## config.mk

```make
export PLATFORM = sky130hd
export DESIGN_NAME = host_bus_port
export DESIGN_NICKNAME = d
export VERILOG_FILES = /design/src/hostport_pkg.sv /design/src/host_bus_port.sv /design/src/pin_sync.sv
export VERILOG_INCLUDE_DIRS = /design/src
export SDC_FILE = /design/constraint.sdc
export NUM_CORES = 1
export LEC_CHECK = 0
export BUFFER_PORTS_ARGS = -buffer_cell sky130_fd_sc_hd__buf_4
export CAP_MARGIN = 40
export CORE_UTILIZATION = 50
export DETAILED_ROUTE_END_ITERATION = 7
export GPL_ROUTABILITY_DRIVEN = 0
export PLACE_DENSITY = 0.81
export SLEW_MARGIN = 20
export SYNTH_ARGS = -nofsm -noshare
export SYNTH_HDL_FRONTEND = slang
export SYNTH_SLANG_ARGS = --single-unit
```

## constraint.sdc

```tcl
create_clock -name i_mclk -period 5.54 [get_ports i_mclk]
set_clock_uncertainty 0.1 [all_clocks]
set_input_delay 0.277 -clock i_mclk [delete_from_list [all_inputs] [get_ports i_mclk]]
set_output_delay 0.277 -clock i_mclk [all_outputs]
set_load 0.02 [all_outputs]
```

## src/hostport_defines.svh

```systemverilog
// constants for the asynchronous host bus slave port
`ifndef HOSTPORT_DEFINES_SVH
`define HOSTPORT_DEFINES_SVH
`define DATA_W 8
`define SEL_W 4
`define IN_PORT_W 6
`define OUT_PORT_W 8
`define SYNC_STAGES 3
// register select codes reached through the user side
`define SEL_CMD_A 4'h2
`define SEL_CMD_B 4'ha
`define SEL_IN_PORT 4'hd
`define SEL_OUT_SET 4'he
`define SEL_OUT_CLR 4'hf
// clock transitions required between writes to one command register
`define CMD_GAP_TRANSITIONS 3
`endif

```

## src/hostport_pkg.sv

```systemverilog
// types for the asynchronous host bus slave port
package hostport_pkg;
  typedef enum logic [2:0] {
    ST_IDLE = 3'b000,
    ST_RECOG = 3'b001,
    ST_ACK = 3'b010,
    ST_NEGATE = 3'b011,
    ST_RELEASE = 3'b100
  } port_state_e;
endpackage

```

## src/host_bus_port.sv

```systemverilog
// host bus slave port: select/ack handshake, data bus, port pins
// Summary of operation
// - acknowledge on clock rising edge after select
// - select held until acknowledge, else may skip
// - write data latched at ack or deselect
// - short select skips ack, latch on deselect
// - irq acknowledge ignores read/write, reads response
// - irq acknowledge drives byte, acknowledges on edge
// - read data driven, released after strobe removed
// - acknowledge negated first, then released
// - input port sampled at select, outputs after
`timescale 1ns/1ps
`include "hostport_defines.svh"
module host_bus_port
  import hostport_pkg::*;
#(
  parameter int DW = `DATA_W,
  parameter int SW = `SEL_W,
  parameter int IW = `IN_PORT_W,
  parameter int OW = `OUT_PORT_W
) (
  input wire logic i_mclk, // osc_clock_in, 20 MHz
  input wire logic i_rst_n, // async reset, active low
  input wire logic i_cs_n, // device select pin, active low
  input wire logic i_irq_ack_n, // interrupt acknowledge pin
  input wire logic i_rw, // 1 read, 0 write
  input wire logic [SW-1:0] i_reg_select, // register select pins
  input wire logic [DW-1:0] i_host_data_bus, // data bus pin levels
  output logic [DW-1:0] o_host_data_bus, // data bus drive value
  output logic o_host_data_oe, // data bus drive enable
  output logic o_xfer_ack_n, // transfer acknowledge value
  output logic o_xfer_ack_oe, // transfer acknowledge enable
  input wire logic [IW-1:0] i_in_port, // parallel input pins
  output logic [OW-1:0] o_out_port, // parallel output pins
  input wire logic [DW-1:0] i_rd_data, // user read data for sel
  input wire logic [DW-1:0] i_irq_vector, // interrupt response byte
  output logic [SW-1:0] o_acc_select, // latched register select
  output logic o_rd_strobe, // one-cycle read done pulse
  output logic o_wr_strobe, // one-cycle write pulse
  output logic [DW-1:0] o_wr_data, // latched write data
  output logic o_vec_strobe, // one-cycle irq ack done pulse
  output logic [IW-1:0] o_in_snapshot, // input port at select
  output logic o_cmd_busy // command register still settling
);
  // ************************************************************
  // pin synchronisers
  // ************************************************************
  logic cs_n_s;
  logic irq_ack_n_n_s;
  logic rw_s;
  logic [SW-1:0] sel_s;
  logic [DW-1:0] din_s;
  logic [IW-1:0] inp_s;

  pin_sync #(.WIDTH(2), .RESET_VAL(2'h3)) u_sync_strb (
    .i_mclk(i_mclk),
    .i_rst_n(i_rst_n),
    .i_async({i_cs_n, i_irq_ack_n}),
    .o_level({cs_n_s, irq_ack_n_n_s})
  );
  pin_sync #(.WIDTH(1 + SW + DW + IW)) u_sync_bus (
    .i_mclk(i_mclk),
    .i_rst_n(i_rst_n),
    .i_async({i_rw, i_reg_select, i_host_data_bus, i_in_port}),
    .o_level({rw_s, sel_s, din_s, inp_s})
  );

  // ************************************************************
  // cycle sequencer
  // ************************************************************
  port_state_e st_r, st_nxt;
  logic irq_ack_n_cyc_r, irq_ack_n_cyc_nxt;
  logic rd_cyc_r, rd_cyc_nxt;
  logic [SW-1:0] asel_r, asel_nxt;
  logic [DW-1:0] wdat_r, wdat_nxt;
  logic [DW-1:0] dout_r, dout_nxt;
  logic doe_r, doe_nxt;
  logic ack_r, ack_nxt;
  logic aoe_r, aoe_nxt;
  logic rds_r, rds_nxt;
  logic wrs_r, wrs_nxt;
  logic vec_r, vec_nxt;
  logic [IW-1:0] snap_r, snap_nxt;
  logic [OW-1:0] op_r, op_nxt;
  logic [OW-1:0] op_pend_r, op_pend_nxt;
  logic op_upd_r, op_upd_nxt;
  logic [1:0] gap_r, gap_nxt;
  logic busy_r, busy_nxt;
  logic strobe_on;

  // sel and irq_ack_n must not overlap; if they do, sel takes the cycle
  assign strobe_on = !cs_n_s || !irq_ack_n_n_s;

  always_comb begin
    st_nxt = st_r;
    irq_ack_n_cyc_nxt = irq_ack_n_cyc_r;
    rd_cyc_nxt = rd_cyc_r;
    asel_nxt = asel_r;
    wdat_nxt = wdat_r;
    dout_nxt = dout_r;
    doe_nxt = doe_r;
    ack_nxt = ack_r;
    aoe_nxt = aoe_r;
    rds_nxt = 1'b0;
    wrs_nxt = 1'b0;
    vec_nxt = 1'b0;
    snap_nxt = snap_r;
    op_nxt = op_r;
    op_pend_nxt = op_pend_r;
    op_upd_nxt = op_upd_r;
    gap_nxt = (gap_r != 2'h0) ? gap_r - 2'h1 : 2'h0;
    case (st_r)
      ST_IDLE: begin
        aoe_nxt = 1'b0;
        ack_nxt = 1'b1;
        doe_nxt = 1'b0;
        if (strobe_on) begin
          // first edge finding the strobe recognises it
          st_nxt = ST_RECOG;
          irq_ack_n_cyc_nxt = cs_n_s;
          rd_cyc_nxt = cs_n_s ? 1'b1 : rw_s;
          asel_nxt = sel_s;
          snap_nxt = inp_s;
          if (cs_n_s || rw_s) begin
            dout_nxt = cs_n_s ? i_irq_vector : i_rd_data;
            doe_nxt = 1'b1;
          end
        end
      end
      ST_RECOG: begin
        if (!strobe_on) begin
          // removed within one clock: no ack, latch on deselect
          st_nxt = ST_RELEASE;
          doe_nxt = 1'b0;
          if (!rd_cyc_r) begin
            wdat_nxt = din_s;
            wrs_nxt = 1'b1;
          end
        end else begin
          st_nxt = ST_ACK;
          ack_nxt = 1'b0;
          aoe_nxt = 1'b1;
          if (!rd_cyc_r) begin
            wdat_nxt = din_s;
            wrs_nxt = 1'b1;
          end
        end
      end
      ST_ACK: begin
        if (!strobe_on) begin
          st_nxt = ST_NEGATE;
          ack_nxt = 1'b1;
          doe_nxt = 1'b0;
          rds_nxt = rd_cyc_r && !irq_ack_n_cyc_r;
          vec_nxt = irq_ack_n_cyc_r;
        end
      end
      ST_NEGATE: begin
        aoe_nxt = 1'b0;
        st_nxt = ST_RELEASE;
      end
      ST_RELEASE: begin
        aoe_nxt = 1'b0;
        ack_nxt = 1'b1;
        doe_nxt = 1'b0;
        st_nxt = ST_IDLE;
        // output pins follow only once select is gone
        if (op_upd_r) begin
          op_nxt = op_pend_r;
          op_upd_nxt = 1'b0;
        end
      end
      default: begin
        st_nxt = ST_IDLE;
      end
    endcase
    if (wrs_nxt) begin
      if (asel_r == `SEL_OUT_SET) begin
        op_pend_nxt = op_r | wdat_nxt[OW-1:0];
        op_upd_nxt = 1'b1;
      end else if (asel_r == `SEL_OUT_CLR) begin
        op_pend_nxt = op_r & ~wdat_nxt[OW-1:0];
        op_upd_nxt = 1'b1;
      end else if (asel_r == `SEL_CMD_A || asel_r == `SEL_CMD_B) begin
        // each transition is half a clock; round up to whole cycles
        gap_nxt = 2'((`CMD_GAP_TRANSITIONS + 1) / 2);
      end
    end
    // registered so the busy pin comes straight from a flop
    busy_nxt = (gap_nxt != 2'h0);
  end

  always_ff @(posedge i_mclk or negedge i_rst_n) begin
    if (!i_rst_n) begin
      st_r <= ST_IDLE;
      irq_ack_n_cyc_r <= 1'b0;
      rd_cyc_r <= 1'b1;
      asel_r <= '0;
      wdat_r <= '0;
      dout_r <= '0;
      doe_r <= 1'b0;
      ack_r <= 1'b1;
      aoe_r <= 1'b0;
      rds_r <= 1'b0;
      wrs_r <= 1'b0;
      vec_r <= 1'b0;
      snap_r <= '0;
      op_r <= '0;
      op_pend_r <= '0;
      op_upd_r <= 1'b0;
      gap_r <= 2'h0;
      busy_r <= 1'b0;
    end else begin
      st_r <= st_nxt;
      irq_ack_n_cyc_r <= irq_ack_n_cyc_nxt;
      rd_cyc_r <= rd_cyc_nxt;
      asel_r <= asel_nxt;
      wdat_r <= wdat_nxt;
      dout_r <= dout_nxt;
      doe_r <= doe_nxt;
      ack_r <= ack_nxt;
      aoe_r <= aoe_nxt;
      rds_r <= rds_nxt;
      wrs_r <= wrs_nxt;
      vec_r <= vec_nxt;
      snap_r <= snap_nxt;
      op_r <= op_nxt;
      op_pend_r <= op_pend_nxt;
      op_upd_r <= op_upd_nxt;
      gap_r <= gap_nxt;
      busy_r <= busy_nxt;
    end
  end

  assign o_host_data_bus = dout_r;
  assign o_host_data_oe = doe_r;
  assign o_xfer_ack_n = ack_r;
  assign o_xfer_ack_oe = aoe_r;
  assign o_out_port = op_r;
  assign o_acc_select = asel_r;
  assign o_rd_strobe = rds_r;
  assign o_wr_strobe = wrs_r;
  assign o_wr_data = wdat_r;
  assign o_vec_strobe = vec_r;
  assign o_in_snapshot = snap_r;
  assign o_cmd_busy = busy_r;
endmodule // host_bus_port

```

## src/pin_sync.sv

```systemverilog
// three-stage synchroniser with agreement of the last two stages
`timescale 1ns/1ps
module pin_sync #(
  parameter int WIDTH = 1,
  parameter logic [WIDTH-1:0] RESET_VAL = '0
) (
  input wire logic i_mclk, // device clock
  input wire logic i_rst_n, // async reset, active low
  input wire logic [WIDTH-1:0] i_async, // raw pin level
  output logic [WIDTH-1:0] o_level // filtered level
);
  logic [WIDTH-1:0] s1_r;
  logic [WIDTH-1:0] s2_r;
  logic [WIDTH-1:0] s3_r;
  logic [WIDTH-1:0] lvl_r;
  logic [WIDTH-1:0] lvl_nxt;

  always_comb begin
    lvl_nxt = lvl_r;
    for (int i = 0; i < WIDTH; i++) begin
      if (s2_r[i] == s3_r[i]) begin
        lvl_nxt[i] = s3_r[i];
      end
    end
  end

  always_ff @(posedge i_mclk or negedge i_rst_n) begin
    if (!i_rst_n) begin
      s1_r <= RESET_VAL;
      s2_r <= RESET_VAL;
      s3_r <= RESET_VAL;
      lvl_r <= RESET_VAL;
    end else begin
      s1_r <= i_async;
      s2_r <= s1_r;
      s3_r <= s2_r;
      lvl_r <= lvl_nxt;
    end
  end

  assign o_level = lvl_r;
endmodule // pin_sync
```

# After elaboration in Yosys (flattened, before gate mapping)
# Cells that the tools add are included.
# Widths: inputs -> output; s select.
[word_totals]
output_inout_bits = 41
wordCells = 141
inputBits = 39
register_bits = 141
[op_classes]
eq_ne = 33
muxes = 34
bitwise = 3
n_reduce_logical = 25
n_addsub = 1
[ops]
columns = ["operator", "count"]
rows = [
  ["$mux 8", 5],
  ["$eq 1x1->1", 21],
  ["$mux 1", 17],
  ["$eq 4x4->1 const B", 3],
  ["$pmux 3 s4", 1],
  ["$reduce_and 2->1", 6],
  ["$mux 2", 5],
  ["$mux 3", 3],
  ["$and 8x8->8", 1],
  ["$ne 2x2->1 const B", 4],
  ["$not 8->8", 1],
  ["$or 8x8->8", 1],
  ["$reduce_bool 2->1", 4],
  ["$eq 3x2->1 const B", 2],
  ["$pmux 1 s3", 2],
  ["$reduce_and 3->1", 2],
  ["$reduce_bool 3->1", 2],
  ["$eq 4x2->1 const B", 1],
  ["$reduce_or 2->1", 2],
  ["$eq 3x1->1 const B", 1],
  ["$eq 3x3->1 const B", 1],
  ["$logic_not 1->1", 3],
  ["$logic_not 3->1", 1],
  ["$logic_or 1x1->1", 3],
  ["4 further kinds", 4],
]

# Longest topological paths before layout
# Gate-level depths: netlist (run 1).
[depth]
depth_word = 7
mapped_depth = 7
mapped_depth_nobuf = 4

# Cells and area by module
# From an unflattened synthesis (run 1), not the netlist that was laid out.
[hier_totals]
hier_cells = 275
hier_area_um2 = 4795.8
[by_module_without_submodules]
columns = ["mod", "instances", "cells_each", "seq_area_each_um2", "area_per_inst_um2"]
rows = [
  ["host_bus_port", 1, 170, 1428.9, 2447.3],
  ["pin_sync at u_sync_bus", 1, 95, 1901.8, 2115.8],
  ["pin_sync at u_sync_strb", 1, 10, 210.2, 232.7],
]

# Least setup slack after synthesis (run 1)
# OpenSTA, ideal clock, no wires.
[synth_timing]
path_kind = "flip-flop to flip-flop"
start = "reg st_r[2]"
end = "reg op_pend_r[6]"
required_ps = 5315
period_less_slack_ps = 1947
setup_slack_ps = 3593
t_arrival_ps = 1722
path_stages_with_launch = 6
setup_time_ps = 125
path_buffers = 1
path_cell_list = "dfrtp_1 > buf_6 > nor4b_4 > mux2_2 > mux2i_1 > mux2_2"
[synth_via]
word_cells_on_any_way = 9
classes_between = "eq/ne (1); mux (4); bitwise (3); reduce/logical (1)"
[synth_lines]
columns = ["item", "line_no", "text"]
rows = [
  ["from (decl)", "host_bus_port.sv:71", "port_state_e st_r, st_nxt;"],
  ["from (signal assigned)", "host_bus_port.sv:214", "st_r <= st_nxt;"],
  ["$eq 3x1->1", "host_bus_port.sv:112", "case (st_r)"],
  ["$mux 1", "host_bus_port.sv:112", ""],
  ["named net wrs_nxt", "host_bus_port.sv:81", "logic wrs_r, wrs_nxt;"],
  ["$reduce_and 2->1 (no line)", "--", ""],
  ["to (signal assigned)", "host_bus_port.sv:228", "op_pend_r <= op_pend_nxt;"],
  ["to (decl)", "host_bus_port.sv:85", "logic [OW-1:0] op_pend_r, op_pend_nxt;"],
]
# The timed path passes the listed nets, and every way through them passes these cells. The select of a mux whose other input is x is not followed.
# A chain may end at the register's enable or synchronous reset.

# Worst setup path in the final report (run 1)
[layout_timing]
start = "reg st_r[2]"
end = "reg op_pend_r[4]"
# Same word-level chain as after synthesis.

==> results.cfg, run 1 <==
[outcome]
status = completed

[synthesis]
syn_nets = 339
synth_area_per_cell_sq_um = 15.6
yosysUniqueCellTypes = 30
ys_ff_latch = 141
syn_area_sq_mm = 0.00469
synthArstFlopShare_pct = 100
yosys_warnings = 0
ys_seq_area_share_pct = 75.4
postSynthCellCount = 300
synth_edf_count = 0
ys.flop_type = dfrtp_1

[critical_path]
cp_max_fo = 9
critical_path_class = flop to flop
critPathLaunchType = flop
critPathTopFamily = multiplexers
cp_num_buf_inv = 0
end_kind = flop
cp.required_ns = 5.83
max_stage_delay_ns = 0.66
arrival_ns = 2.50
cp_common_cell = mux2_2
cpMaxStageDelayCell = nor4b_4
crit_chain = nor4b_4 > mux2_2 > mux2i_1 > mux2_2

[power_and_ir_drop]
p_leak_nw = 2.99
powerDensity_mw_per_mm2 = 523
vdd.ir_drop.worst_mv = 0.336

[route]
vias_per_cell = 4.95
vias = 2712
drc = 0
wirelength_um = 8660
drt_iter0_drc = 135
avgRoutedWirePerCell_um = 15.8
dr.pass1.iters = 4
antenna_left = 0

[grt]
grt_max_degree = 64
grt_pass1_wl_um = 14200
grt_use_total_pct = 19.4
grt_pass1_vias = 2974
antenna_found_initial = 0
gr-total-overflow = 0

[placed_design]
portBuffers = 79
dp.final_hpwl_um = 5170
placed_area_sq_mm = 0.00541

[die]
start_util_pct = 52.8
boundaryPins = 80
dieHeight_um = 98.9
die_w_um = 98.9
row_count = 34
dieArea_sq_mm = 0.00978
coreArea_sq_mm = 0.00889

[clocking]
clockBufferDepth = 2
clk_pin_slew_ns = 0.06
cts_tree = built
root_buffer = clkbuf_8
numCtsBuffers = 17
clkLatencyLatePin_ns = 0.51
htreeDepth = 4
cts_sinks = 141

[run]
drv_cap = 0

[sta]
finalHoldViolations = 0
slew_violations = 0
rsz0062_at_grt = false
finalSetupTns_ns = 0
finalSetupViolations = 0
period_minus_slack_ns = 2.21
max_freq_ghz = 0.452
worst_pin_slew_ns = 0.665
relSlewSlack_pct = 55.6
fin_crit_sh_pct = 40.0

[layout]
nets = 466
antenna_cells = 0
design_area_sq_mm = 0.00639
drive_above_1_share_pct = 34.8
layout-area-overhead-vs-synth_pct = 36.2

[hold_path]
hp-class = primary input to flop
layout make-up:
class                   count  area, sq um
fillers                   549         2500
inverters                  12         45.0
clock buffers              18          428
well taps                 108          135
repair buffers            118         1000
clock inverters            14          193
multi-input cells         137         1050
flip-flops and latches    141         3540
report_power, final:
part           leakage, nW  total (mW)  internal (mW)  switching (mW)
registers             1.70        1.37           1.23           0.145
clock network        0.304        1.18          0.717           0.461
logic                0.988       0.789          0.383           0.406
path summary, 6_finish.rpt:
kind / endpoint / cells past startpoint / slack, ns / startpoint
min in group asynchronous: u_sync_bus.s1_r[7] / 2 / 0.18 / i_rst_n
worst min-delay path: o_host_data_bus[6] / 3 / 0.03 / i_rd_data[6]
worst min register to register: u_sync_bus.s2_r[12] / 0 / 0.25 / u_sync_bus.s1_r[12]
worst max register to register: op_pend_r[4] / 4 / 3.33 / st_r[2]
max in group asynchronous: u_sync_strb.s1_r[1] / 4 / 4.05 / i_rst_n
worst max-delay path: op_pend_r[4] / 4 / 3.33 / st_r[2]
cell usage after synthesis (4+ instances only):
cell type    n  area [sq um]
maj3_1      22           220
nand2_1     27           101
inv_1       12          45.0
o21ai_0     19          95.1
clkbuf_1     4          15.0
mux2i_1     17           170
dfstp_2     10           263
mux2_2      26           293
dfrtp_1    131          3280
cells in the final DEF, fill, tap and decap left out, types with 10 or more instances in the layout:
master,synthesis,layout
mux2i_1,17,17
mux2_2,26,26
nand2_1,27,27
clkbuf_16,0,16
maj3_1,22,22
dlygate4sd3_1,0,36
inv_1,12,12
dfrtp_1,131,131
dfstp_2,10,10
buf_4,0,80
o21ai_0,19,19
layer usage:
metal	GRT usage (%)	routed length, um	share of wire (%)	vias to the layer above
met4	6.66	102	1.2	0
li1	-	-	-	1260
met2	31.8	4500	52	55
met3	6.88	354	4.1	10
met1	24.0	3710	43	1387
met5	0	0	0	-
worst min-delay path, stage by stage:
cell     delay (ns)
buf_4          0.08
mux2i_1        0.05
o21ai_0        0.18
flip-flops by register name, indices dropped and copies added (netlist names), 2 cells and up:
name,count
u_sync_bus.o_level,19
u_sync_bus.s1_r,19
u_sync_bus.s2_r,19
u_sync_bus.s3_r,19
o_host_data_bus,8
o_out_port,8
o_wr_data,8
op_pend_r,8
o_in_snapshot,6
o_acc_select,4
st_r,3
gap_r,2
u_sync_strb.o_level,2
u_sync_strb.s1_r,2
u_sync_strb.s2_r,2
u_sync_strb.s3_r,2
cell families (layout without fill, tap and decap cells):
kind of cell,Yosys count,after routing,share of synthesized area [%]
buffers and inverters,22,162,2.16
multiplexers,43,43,9.86
flip-flops,141,141,75.4
AND/OR/NAND/NOR,47,47,5.07
AO/OA/AOI/OAI,25,25,2.77
adder cells (fa/ha/maj),22,22,4.69
repair_timing:
item	4_1_cts	5_1_grt
hold endpoints to repair	85	0
hold buffers	36	0
buffers inserted	0	0
resized for setup	0	0
through the flow:
stage / std cells / power (mW) / setup slack, ns / utilization [%] / hold WS (ns)
6_report: 548 / 3.34 / 3.33 / 71.9 / 0.0264
5_1_grt: 548 / 3.49 / 3.21 / 71.9 / 0.0203
4_1_cts: 548 / 3.37 / 3.30 / 71.9 / 0.0104
3_5_place_dp: 480 / 2.15 / 3.32 / 60.9 / 0.167
3_3_place_gp: 478 / 2.11 / 3.39 / 60.5 / 0.158
2_1_floorplan: 300 / 1.84 / 3.59 / - / -0.119
Note: power is estimated with default switching activity, not from simulation.
==> inputs of run 2 (changes only) <==
==> constraint.sdc (replaced) <==
create_clock -name i_mclk -period 2.1 [get_ports i_mclk]
set_clock_uncertainty 0.1 [all_clocks]
set_input_delay 0.105 -clock i_mclk [delete_from_list [all_inputs] [get_ports i_mclk]]
set_output_delay 0.105 -clock i_mclk [all_outputs]
set_load 0.02 [all_outputs]
==> run 2 against run 1 <==
  * Routed wire length is 2.8% lower
  * Global-route usage decreased by 0.076 points
  * First-iteration DRC count is 19% lower
  * Largest power group unchanged
==> results.cfg, run 2 (same netlist as run 1, synthesis figures left out) <==
[critical_path]
arrival_ns = 2.31
critical_path_class = flop to flop
r2r_start = st_r[2]
cp_num_buf_inv = 1
reg2reg_setup_slack_ns = 0.09
cp_max_fo = 9
cp.required_ns = 2.40
critPathTopFamily = multiplexers
critPathLaunchType = flop
cpMaxStageDelayCell = dfrtp_1
reg2regPathDepth = 5
crit_chain = nor4b_4 > buf_6 > mux2_2 > mux2i_1 > mux2_2
max_stage_delay_ns = 0.47
cp_common_cell = mux2_2
end_kind = flop
cp.depth = 5
r2r_end = op_pend_r[4]

[sta]
rsz0062_at_grt = false
finalSetupViolations = 0
worst_pin_slew_ns = 0.635
fin_crit_sh_pct = 95.8
slew_violations = 0
period_minus_slack_ns = 2.01
finalSetupTns_ns = 0
finalHoldViolations = 0
relSlewSlack_pct = 57.6
max_freq_ghz = 0.497
finalWorstSetupSlack_ns = 0.0890
holdWs_ns = 0.0560

[layout]
mostFrequentLayoutCells = 131 x dfrtp_1, 83 x buf_4, 38 x dlygate4sd3_1
layout-area-overhead-vs-synth_pct = 36.8
seq_area_sq_mm = 0.00354
num-fill-cells = 550
drive_above_1_share_pct = 35.3
multi_input_area_sq_mm = 0.00105
final_common_cell = dfrtp_1
antenna_cells = 0
nets = 473
design_area_sq_mm = 0.00642

[placed_design]
post-place-ws_ns = 0.105
dp.final_hpwl_um = 5070
placed_area_sq_mm = 0.00545
portBuffers = 79

[die]
dieHeight_um = 98.9
boundaryPins = 80
coreArea_sq_mm = 0.00889
die_w_um = 98.9
start_util_pct = 52.8
row_count = 34
dieArea_sq_mm = 0.00978

[route]
vias_per_cell = 4.96
drc = 0
vias = 2751
wirelength_um = 8420
antenna_left = 0
drt_iter0_drc = 110
dr.pass1.iters = 4
avgRoutedWirePerCell_um = 15.2

[clocking]
numCtsBuffers = 17
clockBufferDepth = 2
post_cts_buffers = 0
htreeDepth = 4
cts_sinks = 141
root_buffer = clkbuf_8
clk_pin_slew_ns = 0.07
clkLatencyLatePin_ns = 0.51
cts_tree = built

[run]
drv_cap = 0

[power_and_ir_drop]
p_leak_nw = 3.00
power_mw = 8.60
powerDensity_mw_per_mm2 = 1340
vdd.ir_drop.worst_mv = 0.792

[grt]
antenna_found_initial = 0
grt_use_total_pct = 19.3
grt_pass1_vias = 2893
gr-total-overflow = 0
grt_max_degree = 72
grt_pass1_wl_um = 13900

[outcome]
status = completed

[hold_path]
hp-class = primary input to asynchronous set/reset pin
run 2: per-stage QoR:
stage	utilization (%)	std cells
2_1_floorplan	-	300
3_3_place_gp	61.3	485
3_5_place_dp	61.3	485
4_1_cts	72.2	555
5_1_grt	72.2	555
6_report	72.2	555
run 2: cell type report:
class	instances	share of cell area (%)
Sequential cell	141	55.1
Timing Repair Buffer	125	16.6
Multi-Input combinational cell	137	16.4
Clock buffer	17	6.45
Clock inverter	15	2.63
Tap cell	108	2.10
Inverter	12	0.701
run 2: per-layer routing:
layer,global-route usage (%),wire [um],up-vias
met5,0,0,-
li1,-,-,1284
met3,7.80,334,14
met1,23.0,3650,1384
met2,31.2,4310,69
met4,8.15,136,0
run 2: worst max-delay path by stage:
stage               startpoint           end  slack, ns
floorplan              st_r[2]  op_pend_r[6]       0.15
global placement       st_r[2]  op_pend_r[6]       0.20
detailed placement     st_r[2]  op_pend_r[3]       0.11
CTS                    st_r[2]  op_pend_r[4]       0.06
global route           st_r[2]  op_pend_r[4]       0.01
finish                 st_r[2]  op_pend_r[4]       0.09
run 2: power breakdown:
| part | leakage (nW) | total, mW | internal [mW] | switching, mW |
|---|---|---|---|---|
| Sequential | 1.70 | 3.60 | 3.24 | 0.356 |
| Combinational | 1.02 | 2.16 | 1.06 | 1.11 |
| Clock | 0.279 | 2.84 | 1.54 | 1.30 |
| Total | 3.00 | 8.60 | 5.84 | 2.76 |
run 2: repair_timing:
item,in CTS,in global routing
resized for setup,0,1
hold buffers,38,0
endpoints found under the hold margin,166,0
setup endpoints to repair,0,1
==> inputs of run 3 (changes only) <==
--- a/config.mk
+++ b/config.mk
@@ -8,6 +8,7 @@
 export LEC_CHECK = 0
 export BUFFER_PORTS_ARGS = -buffer_cell sky130_fd_sc_hd__buf_4
 export CAP_MARGIN = 40
+export CORE_ASPECT_RATIO = 0.8
 export CORE_UTILIZATION = 50
 export DETAILED_ROUTE_END_ITERATION = 7
 export GPL_ROUTABILITY_DRIVEN = 0
==> run 3 against run 2 <==
  * Combinational power about the same
  * First-iteration DRC count rose by 66%
  * Non-clock buffer count rose by 1
  * Sequential share of layout area down 0.35 points
  * Clock-buffer cell count increased by 1
  * Worst hold slack better by 0.097 ns
  * Maximum frequency is 0.59% higher
  * Die area hardly changed
  * Cell area rose by 0.64%
  * Clock power grew 9.2%
  * Cell count up 1.4%
==> results.cfg, run 3 (same netlist as run 1, synthesis figures left out) <==
[outcome]
status = completed

[grt]
grt_max_degree = 65
busiest_layer = met2
grt_pass1_wl_um = 14200
grt_pass1_vias = 2975
use_met3_pct = 7.58
gr-total-overflow = 0
grt_util_met2_pct = 30.7
grt_util_met1_pct = 25.4
antenna_found_initial = 0
grt_use_total_pct = 20.4

[sta]
finalHoldViolations = 0
rsz0062_at_grt = false
finalSetupViolations = 0
finalWorstSetupSlack_ns = 0.101
slew_violations = 0
worst_pin_slew_ns = 0.574
finalSetupTns_ns = 0
relSlewSlack_pct = 61.7
max_freq_ghz = 0.500
period_minus_slack_ns = 2.00
fin_crit_sh_pct = 95.2

[route]
wirelength_um = 8890
antenna_left = 0
dr.pass1.iters = 4
vias_per_cell = 4.95
drc = 0
drt_iter0_drc = 183
vias = 2785
avgRoutedWirePerCell_um = 15.8

[die]
die_w_um = 110
row_count = 31
boundaryPins = 80
start_util_pct = 51.7
dieArea_sq_mm = 0.00978
dieHeight_um = 88.7
coreArea_sq_mm = 0.00908

[critical_path]
cp.required_ns = 2.29
cpMaxStageDelayCell = dfrtp_1
critical_path_class = flop to flop
reg2regPathDepth = 5
cp_common_cell = mux2_2
critPathLaunchType = flop
cp_max_fo = 9
arrival_ns = 2.19
crit_chain = nor4b_4 > buf_4 > mux2_2 > mux2i_1 > mux2_2
end_kind = flop
cp_num_buf_inv = 1
reg2reg_setup_slack_ns = 0.10
r2r_start = st_r[2]
r2r_end = op_pend_r[7]
max_stage_delay_ns = 0.48
critPathTopFamily = multiplexers

[clocking]
cts_sinks = 141
htreeDepth = 4
cts_tree = built
clockBufferDepth = 2
clkLatencyLatePin_ns = 0.41
root_buffer = clkbuf_16
clk_pin_slew_ns = 0.06
numCtsBuffers = 17
post_cts_buffers = 0

[layout]
antenna_cells = 0
design_area_sq_mm = 0.00646
nets = 474
layout-area-overhead-vs-synth_pct = 37.7
mostFrequentLayoutCells = 131 x dfrtp_1, 86 x buf_4, 38 x dlygate4sd3_1
drive_above_1_share_pct = 35.5
final_common_cell = dfrtp_1

[power_and_ir_drop]
powerDensity_mw_per_mm2 = 1380
p_leak_nw = 3.02
vdd.ir_drop.worst_mv = 0.897

[run]
drv_cap = 0

[hold_path]
hp-class = primary input to asynchronous set/reset pin

[placed_design]
dp.final_hpwl_um = 5070
post-place-ws_ns = 0.124
portBuffers = 79
placed_area_sq_mm = 0.00546
==> run 3: what timing repair did <==
action                                  CTS  global route
hold buffers                             38             0
resized for setup                         0             1
hold endpoints to repair                 90             0
endpoints found under the setup margin    0             8
==> run 3: final cells by class <==
cell class / count / area, sq um
Clock buffer: 18 / 429
Clock inverter: 14 / 190
Fill cell: 574 / 2610
Inverter: 12 / 45.0
Multi-Input combinational cell: 137 / 1060
Sequential cell: 141 / 3540
Tap cell: 115 / 144
Timing Repair Buffer: 126 / 1060
==> run 3: per-layer routing <==
metal,up-vias,share of wire [%]
met5,-,0
met4,0,3.5
met3,32,5.3
met2,87,49
met1,1382,43
li1,1284,-
==> run 3: worst max-delay path by stage <==
stage	start	end	slack [ns]	cells past startpoint
after global routing	st_r[2]	op_pend_r[7]	0.03	5
after CTS	st_r[1]	op_pend_r[7]	0.10	6
final	st_r[2]	op_pend_r[7]	0.10	5
after global placement	st_r[2]	op_pend_r[6]	0.20	5
after detailed placement	st_r[2]	op_pend_r[4]	0.12	5
after floorplan	st_r[2]	op_pend_r[6]	0.15	5
==> run 3: worst reg2reg max path, cell delays in order (launching register included) <==
cell	delay [ns]
dfrtp_1	0.48
nor4b_4	0.30
buf_4	0.22
mux2_2	0.37
mux2i_1	0.12
mux2_2	0.29
==> run 3: through the flow <==
step                      instances  hold slack, ns  total power, mW  util [%]
after floorplan                 300          -0.291             4.84         -
after global placement          493          0.0177             5.63      60.1
after detailed placement        493          0.0285             5.73      60.1
after CTS                       563           0.165             8.96      71.1
after global routing            563           0.198             9.32      71.2
final                           563           0.153             8.90      71.2
==> run 3: where the power goes <==
group	leakage (nW)	switching (mW)	internal, mW	total (mW)
clock network	0.301	1.11	1.99	3.10
registers	1.70	0.383	3.25	3.63
logic	1.03	1.11	1.05	2.17
